`src/verilog/qflag_pkg.sv`:
```
// package for the queue flag status buses: sizes, reset values, register map
// assumes one clock domain; every pin arrives asynchronously and is synchronised in the top
package qflag_pkg;
    // queue and bus geometry
    localparam int NUM_QUEUES = 32;
    localparam int BUS_W = 8;
    localparam int NUM_QUADS = 4;
    localparam int QUAD_W = 2;
    localparam int QCNT_W = 6;
    localparam int ID_W = 3;
    localparam int RADDR_W = ID_W + 5;
    localparam logic [QUAD_W-1:0] QUAD_FIRST = 2'h0;
    localparam logic [QUAD_W-1:0] QUAD_LAST = 2'h3;
    // largest queue count that still gives each queue its own bus line
    localparam logic [QCNT_W-1:0] QCNT_DEDICATED = 6'h08;
    // register bus geometry and offsets
    localparam int REG_AW = 4;
    localparam logic [REG_AW-1:0] CTRL_OFS = 4'h0;
    localparam logic [REG_AW-1:0] STATUS_OFS = 4'h4;
    // control field positions
    localparam int CTRL_QCNT_LSB = 0;
    localparam int CTRL_PKT_BIT = 8;
    // status field positions
    localparam int ST_POLLED_BIT = 0;
    localparam int ST_MASTER_BIT = 1;
    localparam int ST_FOWN_BIT = 2;
    localparam int ST_EOWN_BIT = 3;
    localparam int ST_EQUAD_LSB = 4;
    localparam int ST_FQUAD_LSB = 6;
    // values after reset
    localparam logic [QCNT_W-1:0] QCNT_RST = 6'h20;
    localparam logic PKT_RST = 1'b0;
    localparam logic [BUS_W-1:0] BUS_RST = 8'hFF;
    localparam int SYNC_STAGES = 2;

    // per-queue flag vectors from the queue core, all active low
    typedef struct packed {
        logic [NUM_QUEUES-1:0] almost_full_n;
        logic [NUM_QUEUES-1:0] almost_empty_n;
        logic [NUM_QUEUES-1:0] packet_ready_n;
        logic [NUM_QUEUES-1:0] output_valid_n;
    } queue_flags_s;

    // one shared bus drive: data plus active-low enable and first-quadrant sync mark
    typedef struct packed {
        logic [BUS_W-1:0] data;
        logic oe_n;
        logic sync_mark;
    } bus_drive_s;
endpackage

```
`src/verilog/poll_ring_seq.sv`:
```
// token ring sequencer for one polled flag bus: owns the bus for four quadrants
// assumes start and token_rise are one-cycle pulses on the same clock
`timescale 1ns/1ps
`default_nettype none
module poll_ring_seq
    import qflag_pkg::*;
(
    // clock, reset, enable
    input wire logic ref_clk,
    input wire logic reset,
    input wire logic clk_en,
    // control
    input wire logic polled,
    input wire logic start,
    input wire logic token_rise,
    // state and its next value
    output logic own_ff,
    output logic [QUAD_W-1:0] quad_ff,
    output logic nxt_own,
    output logic [QUAD_W-1:0] nxt_quad,
    output logic token_out_ff
);
    // next ownership and quadrant
    always_comb begin
        nxt_own = own_ff;
        nxt_quad = quad_ff;
        if (!polled) begin
            nxt_own = 1'b0;
            nxt_quad = QUAD_FIRST;
        end else if (start || token_rise) begin
            // a fresh token always restarts at the first quadrant
            nxt_own = 1'b1;
            nxt_quad = QUAD_FIRST;
        end else if (own_ff) begin
            if (quad_ff == QUAD_LAST) begin
                nxt_own = 1'b0;
                nxt_quad = QUAD_FIRST;
            end else begin
                nxt_quad = quad_ff + 2'h1;
            end
        end
    end

    // ownership state
    always_ff @(posedge ref_clk) begin
        if (reset) begin
            own_ff <= 1'b0;
            quad_ff <= QUAD_FIRST;
        end else if (clk_en) begin
            own_ff <= nxt_own;
            quad_ff <= nxt_quad;
        end
    end

    // token leaves as a pulse during the last owned quadrant's successor edge
    always_ff @(posedge ref_clk) begin
        if (reset) begin
            token_out_ff <= 1'b0;
        end else if (clk_en) begin
            token_out_ff <= polled && own_ff && (quad_ff == QUAD_LAST);
        end
    end
endmodule
`default_nettype wire

```
`src/verilog/quad_select.sv`:
```
// eight-line slice of a 32-queue flag vector picked by quadrant number
// assumes the caller registers the result before it reaches a pin
`timescale 1ns/1ps
`default_nettype none
module quad_select
    import qflag_pkg::*;
(
    // source and selection
    input wire logic [NUM_QUEUES-1:0] flags_n,
    input wire logic [QUAD_W-1:0] quad,
    // selected slice
    output logic [BUS_W-1:0] slice_n
);
    // line k carries queue quad*8+k
    genvar k;
    generate
        for (k = 0; k < BUS_W; k++) begin : g_line
            assign slice_n[k] = flags_n[{quad, 3'(k)}];
        end
    endgenerate
endmodule
`default_nettype wire

```
`src/verilog/queue_flag_status_bus.sv`:
```
// shared almost-full and almost-empty/packet-ready status buses of a 32-queue device
// assumes straps, tokens and master reset are pins; queue flags and selects come from core logic
`timescale 1ns/1ps
`default_nettype none
module queue_flag_status_bus
    import qflag_pkg::*;
(
    // clock, reset, enable
    input wire logic ref_clk,
    input wire logic reset,
    input wire logic clk_en,
    // device pins: straps, master reset, ring tokens
    input wire logic master_reset_n,
    input wire logic flag_mode_strap,
    input wire logic master_select_strap,
    input wire logic [ID_W-1:0] device_id_strap,
    input wire logic full_token_in,
    input wire logic empty_token_in,
    output logic full_token_out,
    output logic empty_token_out,
    // queue core flags and read-port selection
    input wire queue_flags_s queue_flags,
    input wire logic [RADDR_W-1:0] read_queue_address,
    input wire logic read_queue_select,
    input wire logic empty_quadrant_strobe,
    // dedicated read-port flags
    output logic output_valid_n,
    output logic almost_empty_n,
    output logic packet_ready_n,
    // shared status buses
    output bus_drive_s almost_full_status_bus,
    output bus_drive_s almost_empty_packet_status_bus,
    // register port
    input wire logic [REG_AW-1:0] reg_addr,
    input wire logic [31:0] reg_wdata,
    input wire logic reg_write,
    input wire logic reg_read,
    output logic [31:0] reg_rdata
);
    localparam int PIN_W = 5 + ID_W;

    // pin synchroniser stages; first stage feeds only the second
    logic [PIN_W-1:0] pin_meta_ff;
    logic [PIN_W-1:0] pin_sync_ff;
    logic mr_prev_ff; // master reset level one cycle back
    logic ftok_prev_ff; // full token level one cycle back
    logic etok_prev_ff; // empty token level one cycle back
    logic polled_ff; // latched flag mode
    logic master_ff; // latched master strap
    logic [QCNT_W-1:0] qcount_ff; // configured queue count
    logic pkt_mode_ff; // bus carries packet ready when set
    logic [QUAD_W-1:0] dir_quad_ff; // direct mode quadrant
    logic dir_match_ff; // last selection addressed this device
    logic [4:0] rd_queue_ff; // queue selected for reading
    logic mr_n_s, mode_s, master_s, ftok_s, etok_s;
    logic [ID_W-1:0] id_s;
    logic seq_rst, release_pulse, ftok_rise, etok_rise, small_cfg;
    logic f_own, e_own, f_nxt_own, e_nxt_own;
    logic [QUAD_W-1:0] f_quad, e_quad, f_nxt_quad, e_nxt_quad;
    logic [NUM_QUEUES-1:0] empty_src_n;
    logic [BUS_W-1:0] f_slice, e_poll_slice, e_dir_slice;

    assign {mr_n_s, mode_s, master_s, ftok_s, etok_s, id_s} = pin_sync_ff;

    // two-stage synchroniser for every pin input
    always_ff @(posedge ref_clk) begin
        if (reset) begin
            pin_meta_ff <= '0;
            pin_sync_ff <= '0;
        end else if (clk_en) begin
            pin_meta_ff <= {master_reset_n, flag_mode_strap, master_select_strap,
                            full_token_in, empty_token_in, device_id_strap};
            pin_sync_ff <= pin_meta_ff;
        end
    end

    // previous levels for release and token edge detection
    always_ff @(posedge ref_clk) begin
        if (reset) begin
            mr_prev_ff <= 1'b0;
            ftok_prev_ff <= 1'b0;
            etok_prev_ff <= 1'b0;
        end else if (clk_en) begin
            mr_prev_ff <= mr_n_s;
            ftok_prev_ff <= ftok_s;
            etok_prev_ff <= etok_s;
        end
    end

    // mode and master straps are caught while master reset is low, frozen once it rises
    always_ff @(posedge ref_clk) begin
        if (reset) begin
            polled_ff <= 1'b0;
            master_ff <= 1'b0;
        end else if (clk_en && !mr_n_s) begin
            polled_ff <= mode_s;
            master_ff <= master_s;
        end
    end

    // sequencers idle during master reset; master starts at release
    assign seq_rst = reset || !mr_n_s;
    assign release_pulse = mr_n_s && !mr_prev_ff && master_ff;
    assign ftok_rise = ftok_s && !ftok_prev_ff;
    assign etok_rise = etok_s && !etok_prev_ff;

    poll_ring_seq u_full_seq (
        .ref_clk(ref_clk),
        .reset(seq_rst),
        .clk_en(clk_en),
        .polled(polled_ff),
        .start(release_pulse),
        .token_rise(ftok_rise),
        .own_ff(f_own),
        .quad_ff(f_quad),
        .nxt_own(f_nxt_own),
        .nxt_quad(f_nxt_quad),
        .token_out_ff(full_token_out)
    );

    poll_ring_seq u_empty_seq (
        .ref_clk(ref_clk),
        .reset(seq_rst),
        .clk_en(clk_en),
        .polled(polled_ff),
        .start(release_pulse),
        .token_rise(etok_rise),
        .own_ff(e_own),
        .quad_ff(e_quad),
        .nxt_own(e_nxt_own),
        .nxt_quad(e_nxt_quad),
        .token_out_ff(empty_token_out)
    );

    // slices: polled buses show the quadrant entering at this edge
    assign empty_src_n = pkt_mode_ff ? queue_flags.packet_ready_n : queue_flags.almost_empty_n;
    quad_select u_full_poll (.flags_n(queue_flags.almost_full_n), .quad(f_nxt_quad), .slice_n(f_slice));
    quad_select u_empty_poll (.flags_n(empty_src_n), .quad(e_nxt_quad), .slice_n(e_poll_slice));
    quad_select u_empty_dir (.flags_n(empty_src_n), .quad(dir_quad_ff), .slice_n(e_dir_slice));
    assign small_cfg = (qcount_ff <= QCNT_DEDICATED);

    // direct mode quadrant capture; a read select in the same cycle wins
    always_ff @(posedge ref_clk) begin
        if (seq_rst) begin
            dir_quad_ff <= QUAD_FIRST;
            dir_match_ff <= 1'b0;
        end else if (clk_en && empty_quadrant_strobe && !read_queue_select && !polled_ff) begin
            dir_quad_ff <= read_queue_address[QUAD_W-1:0];
            dir_match_ff <= (read_queue_address[RADDR_W-1 -: ID_W] == id_s);
        end
    end

    // almost-full bus: polled ring or, with direct mode, floating
    always_ff @(posedge ref_clk) begin
        if (seq_rst) begin
            almost_full_status_bus <= '{data: BUS_RST, oe_n: 1'b1, sync_mark: 1'b0};
        end else if (clk_en) begin
            almost_full_status_bus.data <= f_slice;
            almost_full_status_bus.oe_n <= !(polled_ff && f_nxt_own);
            almost_full_status_bus.sync_mark <= polled_ff && f_nxt_own && (f_nxt_quad == QUAD_FIRST);
        end
    end

    // almost-empty/packet bus: fixed, polled or direct
    always_ff @(posedge ref_clk) begin
        if (seq_rst) begin
            almost_empty_packet_status_bus <= '{data: BUS_RST, oe_n: 1'b1, sync_mark: 1'b0};
        end else if (clk_en) begin
            almost_empty_packet_status_bus.sync_mark <= 1'b0;
            if (small_cfg) begin
                // queues 0 to 7 on their own lines
                almost_empty_packet_status_bus.data <= empty_src_n[BUS_W-1:0];
                almost_empty_packet_status_bus.oe_n <= 1'b0;
            end else if (polled_ff) begin
                almost_empty_packet_status_bus.data <= e_poll_slice;
                almost_empty_packet_status_bus.oe_n <= !e_nxt_own;
                almost_empty_packet_status_bus.sync_mark <= e_nxt_own && (e_nxt_quad == QUAD_FIRST);
            end else begin
                // lines of unconfigured queues pass whatever the core gives
                almost_empty_packet_status_bus.data <= e_dir_slice;
                almost_empty_packet_status_bus.oe_n <= !dir_match_ff;
            end
        end
    end

    // read queue selection; flags of a queue accessed now may lag one cycle
    always_ff @(posedge ref_clk) begin
        if (reset) begin
            rd_queue_ff <= 5'h00;
        end else if (clk_en && read_queue_select) begin
            rd_queue_ff <= read_queue_address[4:0];
        end
    end

    // dedicated flags of the selected read queue
    always_ff @(posedge ref_clk) begin
        if (reset) begin
            output_valid_n <= 1'b1;
            almost_empty_n <= 1'b1;
            packet_ready_n <= 1'b1;
        end else if (clk_en) begin
            output_valid_n <= queue_flags.output_valid_n[rd_queue_ff];
            almost_empty_n <= queue_flags.almost_empty_n[rd_queue_ff];
            packet_ready_n <= queue_flags.packet_ready_n[rd_queue_ff];
        end
    end

    // control register writes
    always_ff @(posedge ref_clk) begin
        if (reset) begin
            qcount_ff <= QCNT_RST;
            pkt_mode_ff <= PKT_RST;
        end else if (clk_en && reg_write && reg_addr == CTRL_OFS) begin
            qcount_ff <= reg_wdata[CTRL_QCNT_LSB +: QCNT_W];
            pkt_mode_ff <= reg_wdata[CTRL_PKT_BIT];
        end
    end

    // register reads; unmapped offsets return zero
    always_ff @(posedge ref_clk) begin
        if (reset) begin
            reg_rdata <= '0;
        end else if (clk_en) begin
            reg_rdata <= '0;
            if (reg_read && reg_addr == CTRL_OFS) begin
                reg_rdata[CTRL_QCNT_LSB +: QCNT_W] <= qcount_ff;
                reg_rdata[CTRL_PKT_BIT] <= pkt_mode_ff;
            end else if (reg_read && reg_addr == STATUS_OFS) begin
                reg_rdata[ST_POLLED_BIT] <= polled_ff;
                reg_rdata[ST_MASTER_BIT] <= master_ff;
                reg_rdata[ST_FOWN_BIT] <= f_own;
                reg_rdata[ST_EOWN_BIT] <= e_own;
                reg_rdata[ST_EQUAD_LSB +: QUAD_W] <= e_quad;
                reg_rdata[ST_FQUAD_LSB +: QUAD_W] <= f_quad;
            end
        end
    end
endmodule
`default_nettype wire
```
`config.mk`:
```
export PLATFORM = sky130hd
export DESIGN_NAME = queue_flag_status_bus
export DESIGN_NICKNAME = d
export VERILOG_FILES = /design/src/verilog/qflag_pkg.sv /design/src/verilog/poll_ring_seq.sv /design/src/verilog/quad_select.sv /design/src/verilog/queue_flag_status_bus.sv
export SDC_FILE = /design/constraint.sdc
export NUM_CORES = 1
export LEC_CHECK = 0
export BUFFER_PORTS_ARGS = -buffer_cell sky130_fd_sc_hd__buf_2
export CORE_MARGIN = 3
export CORE_UTILIZATION = 51
export DETAILED_ROUTE_END_ITERATION = 7
export GPL_ROUTABILITY_DRIVEN = 1
export GPL_TIMING_DRIVEN = 0
export PLACE_DENSITY = 0.93
export SLEW_MARGIN = 20
export SYNTH_ARGS = -nofsm -noshare
export SYNTH_HDL_FRONTEND = slang
export SYNTH_SLANG_ARGS = --single-unit
```
`constraint.sdc`:
```
create_clock -name ref_clk -period 5.02 [get_ports ref_clk]
set_clock_uncertainty 0.1 [all_clocks]
set_input_delay 0.753 -clock ref_clk [delete_from_list [all_inputs] [get_ports ref_clk]]
set_output_delay 0.753 -clock ref_clk [all_outputs]
set_load 0.1 [all_outputs]
```
### Yosys cells after proc, flatten, opt, wreduce, memory -nomap -nowiden

Cells that the tools add are included.

| operators by class | value |
|---|---|
| add/subtract/negate cells | 2 |
| $lt $le $gt $ge | 26 |
| equal/unequal tests | 4 |
| mux-type cells | 79 |
| reductions and logical operators | 35 |

Operators with widths:

| cell | number |
|---|---|
| $lt A5 B6 Y1 const B | 25 |
| $bmux W1 S2 | 24 |
| $mux W1 | 38 |
| $mux W32 | 1 |
| $logic_and A1 B1 Y1 | 20 |
| $mux W2 | 9 |
| $mux W9 | 2 |
| $bmux W1 S5 | 3 |
| $logic_not A1 Y1 | 9 |
| $mux W8 | 1 |
| $le A6 B4 Y1 const B | 1 |
| $mux W6 | 1 |
| $add A2 B1 Y2 const B | 2 |
| $eq A2 B2 Y1 const B | 2 |
| $eq A4 B3 Y1 const B | 1 |
| $logic_not A2 Y1 | 2 |
| $logic_not A4 Y1 | 1 |
| $eq A3 B3 Y1 | 1 |
| $logic_or A1 B1 Y1 | 3 |

| word-level totals | value |
|---|---|
| flip-flop bits (word level) | 76 |
| input port bits | 187 |
| output and inout bits | 57 |

### Longest topological paths before layout

| depth | value |
|---|---|
| depth after elaboration | 10 |
| mapped depth | 8 |
| gate-level depth less buffers | 7 |

### By module

Synthesis repeated with hierarchy kept, for this count alone.

| unflattened totals | value |
|---|---|
| cells, all modules | 496 |
| area total of the unflattened synthesis | 5186.2 µm² |

By module, submodules not included:

| module | instances | cells each | area an instance (µm²) | seq. area each (µm²) |
|---|---|---|---|---|
| queue_flag_status_bus | 1 | 416 | 4134.0 | 1361.3 |
| quad_select | 3 | 10 | 196.4 | 0.0 |
| poll_ring_seq | 2 | 25 | 231.5 | 80.1 |

### Worst setup path after synthesis

OpenSTA, ideal clock, no wires.

| timing | value |
|---|---|
| kind | input-to-reg |
| start point | in clk_en |
| end point | reg qcount_ff[5] |
| library setup time | 120 ps |
| data arrival time | 1989 ps |
| required time | 4800 ps |
| path slack | 2812 ps |
| cell stages on the path | 5 |
| path buffers | 1 |
| cell sequence | clkbuf_1 inv_1 nor4_1 nand3_1 a211o_1 |

| on the way | value |
|---|---|
| word-level cells in the longest chain between the ends | 2 |

Ends and longest elaborated chain:

| element | RTL line | RTL |
|---|---|---|
| from (decl) | queue_flag_status_bus.sv:11 | `input wire logic clk_en,` |
| $logic_and A1 B1 Y1 (2 in series) | queue_flag_status_bus.sv:213 | `end else if (clk_en && reg_write && reg_addr == CTRL_OFS) begin` |
| to (signal assigned) | queue_flag_status_bus.sv:214 | `qcount_ff <= reg_wdata[CTRL_QCNT_LSB +: QCNT_W];` |
| to (decl) | queue_flag_status_bus.sv:50 | `logic [QCNT_W-1:0] qcount_ff;` |

Every way passes these cells.
A chain may end at the register's enable or synchronous reset.

### Worst setup path after layout

| timing | value |
|---|---|
| start point | reg u_empty_seq.quad_ff[0] |
| end point | reg almost_empty_packet_status_bus[2] (netlist name) |

| on the way | value |
|---|---|
| word-level cells in the longest chain between the ends | 9 |
| elaborated cells between the ends (all ways) | 10 |
| those cells by class | 1 x add/sub; 1 x eq/ne; 8 x mux |

Ends and longest elaborated chain:

| element | RTL line | RTL |
|---|---|---|
| from (decl) | poll_ring_seq.sv:18 | `output logic [QUAD_W-1:0] quad_ff,` |
| from (signal assigned) | poll_ring_seq.sv:51 | `quad_ff <= nxt_quad;` |
| $add A2 B1 Y2 or $eq A2 B2 Y1 (tied branches) | poll_ring_seq.sv:39, poll_ring_seq.sv:35 |  |
| $mux W2 | poll_ring_seq.sv:35 | `if (quad_ff == QUAD_LAST) begin` |
| $mux W2 (*) | poll_ring_seq.sv:34 | `end else if (own_ff) begin` |
| $mux W2 (*) | poll_ring_seq.sv:30 | `end else if (start \|\| token_rise) begin` |
| $mux W2 (*) | poll_ring_seq.sv:27 | `if (!polled) begin` |
| $bmux W1 S2 (*) | quad_select.sv:18 | `assign slice_n[k] = flags_n[{quad, 3'(k)}];` |
| $mux W1 (not written as such) (*) | quad_select.sv:18 |  |
| $mux W9 (*) | queue_flag_status_bus.sv:174 | `end else if (polled_ff) begin` |
| $mux W9 (*) | queue_flag_status_bus.sv:170 | `if (small_cfg) begin` |
| to (signal assigned) | queue_flag_status_bus.sv:167 | `almost_empty_packet_status_bus <= '{data: BUS_RST, oe_n: 1'b1, sync_mark: 1'b0};` |
| to (decl) | queue_flag_status_bus.sv:32 | `output bus_drive_s almost_empty_packet_status_bus,` |

Mark *: on every way between the ends. The rest lies on a longest branch, timed or not. The select of a mux whose other input is x is not followed.

==> reports/metrics.cfg <==
[yosys]
synth_top_area_cell=dfxtp_1
synth_area_mm2=0.00520
ys_types=54
async_flop_share_pct=0
synth_edf_count=0
synth_seq_cells=76
synth-seq-area-share_pct=29.3
yosysTopAreaCellShare_pct=29.3
ys_top_cells_by_area=dfxtp_1 (29%), mux4_2 (18%), mux2i_1 (10%)
netlist_instances=550
avgSynthCellArea_um2=9.46
yosys_warnings=0
ys.flop_type=dfxtp_1

[final_layout]
antenna_cells=0
nets=965
final_common_cell=buf_2
area_growth_pct=27.1
drive_gt1_share_pct=40.5
fill_cells=838
layout_common_cells=buf_2 (203), dfxtp_1 (76), nor2_1 (63)

[timing]
timing.final.max_slew_violations=0
relSlewSlack_pct=35.3
min_period_ns=2.68
fin_tns_setup_ns=0
post-route-period-util_pct=53.3
timing.fmax_mhz=374
tightest_slew_ns=0.962
setup_viol_count_final=0
holdWs_ns=0.367
rsz0062_at_grt=false
hold_viol_final=0

[critical_path]
cpPeakStageDelay_ns=0.59
arrival_ns=2.81
worst_path_max_delay_cell=a2111oi_0
critPathLaunchType=register
crit_buf_inv=1
crit_path_end_kind=register
path_delay_family=compound AO/OA/AOI/OAI gates
worst_ep_required_time_ns=5.15
cp_cell_sequence=ha_1 > nor3b_2 > o21ai_4 > nor2_4 > buf_6 > mux4_2 > a2111oi_0 > o21ai_0
crit_type=reg -> reg
worstPathMaxFanout=10

[cts]
clkSlewWorstSetupHoldPaths_ns=0.09
holdBufCountCts=0
cts_tree=built
cts_buffers=9
clockBufferDepth=2
cts_htree_levels=3
cts.root.buffer_cell=clkbuf_8
cts.repair.resized=0
clk_latency_ns=0.36
clock-sinks=76
cts_setup_buffers=0

[power_and_ir_drop]
power_switching_share_pct=34.6
power.density_mw_per_mm2=219
leakagePower_nw=2.80
pwr-share-seq_pct=43.2
vdd_ir_drop_max_mv=0.213
pwr-share-comb_pct=25.4
intPower_w=0.000945
p_switching_w=0.000500
clockPowerShare_pct=31.5

[route]
drt_iter0_drc=533
drtAntennaViolNets=0
dr.pass1.iters=7
vias_per_cell=5.97
avgRoutedWirePerCell_um=18.9
drc=0
via_count=5454
finalWirelength_mm=17.3

[global_routing]
grt_first_pass_wirelength_mm=26.7
globalRouteOverflowTotal=0
grt_pass1_vias=5362
grt_usage_pct=29.4
grt_max_degree=17
antenna_found_initial=1

[min_path]
hold_class=reg -> reg

[die]
die_h_um=107
initial_core_util_pct=52.7
io_pins=244
fp.dieW_um=107
die_area_mm2=0.0114
rows=36
core_area_mm2=0.00986

[placement]
dpl.hpwl_mm=13.5
port-buffer-count=193
place.gp.congestion=0.987

[run]
maxCapViolations=0

[outcome]
status=finished, final reports clean

==> cell families after synthesis <==
logic type	Yosys count	synth area share, %
other	1	0.0721
DFF	76	29.3
and+or+nand+nor	164	14.5
adders and majority gates	2	0.481
muxes	116	33.2
AOI/OAI and AO/OA	116	14.5
xor gates and xnor gates	3	0.505
buffers and inverters	72	7.46
==> synth_stat cells, types with 4 or more instances <==
library cell and instances:
a2111oi_0 11, a211oi_1 4, a21oi_1 46, a22oi_1 6
buf_1 6, buf_2 10, buf_4 24, clkbuf_1 21
dfxtp_1 76, inv_1 7, mux2_2 21, mux2i_1 52
mux4_2 42, nand2_1 46, nand3_1 9, nor2_1 63
nor2b_1 7, nor3_1 16, o211ai_1 8, o21ai_0 16
o221ai_1 8
==> worst reg2reg max path, cell delays in order (launching register included) <==
cell       delay, ns
dfxtp_1         0.37
ha_1            0.26
nor3b_2         0.30
o21ai_4         0.16
nor2_4          0.15
buf_6           0.18
mux4_2          0.31
a2111oi_0       0.59
o21ai_0         0.14
==> through the flow <==
| stage | instances | utilization [%] | instance area (um2) | power (W) | setup slack [ns] |
|---|---|---|---|---|---|
| after floorplan | 572 | - | 5280 | 0.000879 | 2.81 |
| after global placement | 898 | 65.0 | 6420 | 0.000990 | 2.25 |
| after detailed placement | 898 | 65.0 | 6420 | 0.000996 | 2.13 |
| after CTS | 914 | 66.9 | 6600 | 0.00144 | 2.45 |
| after global routing | 914 | 67.0 | 6610 | 0.00149 | 2.22 |
| final | 914 | 67.0 | 6610 | 0.00144 | 2.34 |
==> power groups by stage <==
| stage | clock network [W] | logic [W] | registers, W |
|---|---|---|---|
| after floorplan | 0 | 0.000218 | 0.000661 |
| after global placement | 0 | 0.000353 | 0.000636 |
| after detailed placement | 0 | 0.000359 | 0.000637 |
| after CTS | 0.000459 | 0.000360 | 0.000623 |
| after global routing | 0.000477 | 0.000388 | 0.000625 |
| final | 0.000454 | 0.000367 | 0.000623 |
==> worst paths after layout <==
kind                                               start  slack (ns)                                 to  depth (start not counted)
worst max-delay path              u_empty_seq.quad_ff[0]        2.34  almost_empty_packet_status_bus[2]                          8
worst min-delay path            u_empty_seq.token_out_ff        0.37           u_empty_seq.token_out_ff                          2
worst max register to register    u_empty_seq.quad_ff[0]        2.34  almost_empty_packet_status_bus[2]                          8
worst min register to register  u_empty_seq.token_out_ff        0.37           u_empty_seq.token_out_ff                          2
==> routing by layer <==
layer  up-vias  track usage (%)  part of all wire (%)
met1      2545             36.6                    38
met3        64             8.07                    12
met5         -                0                 0.064
met2       375             49.1                    48
li1       2468                -                     -
met4         2             10.4                   2.7
==> area by class of cell <==
cell class | count | area, um2 | share of cell area [%]
buffer | 63 | 354 | 5.36
clock buffer | 9 | 124 | 1.87
clock inverter | 7 | 63.8 | 0.965
inverter | 9 | 33.8 | 0.511
multi-input combinational | 424 | 3380 | 51.1
sequential | 76 | 1520 | 23.0
tap | 133 | 166 | 2.52
timing repair buffer | 193 | 966 | 14.6
==> flip-flops by register name, summed over array words and instances (netlist names), 2 cells and up <==
name / count
qcount_ff: 6
u_full_seq.quad_ff: 2
almost_full_status_bus: 10
reg_rdata: 9
rd_queue_ff: 5
pin_meta_ff: 8
dir_quad_ff: 2
almost_empty_packet_status_bus: 10
pin_sync_ff: 8
u_empty_seq.quad_ff: 2
No activity file was read; power rests on OpenSTA's default activity.
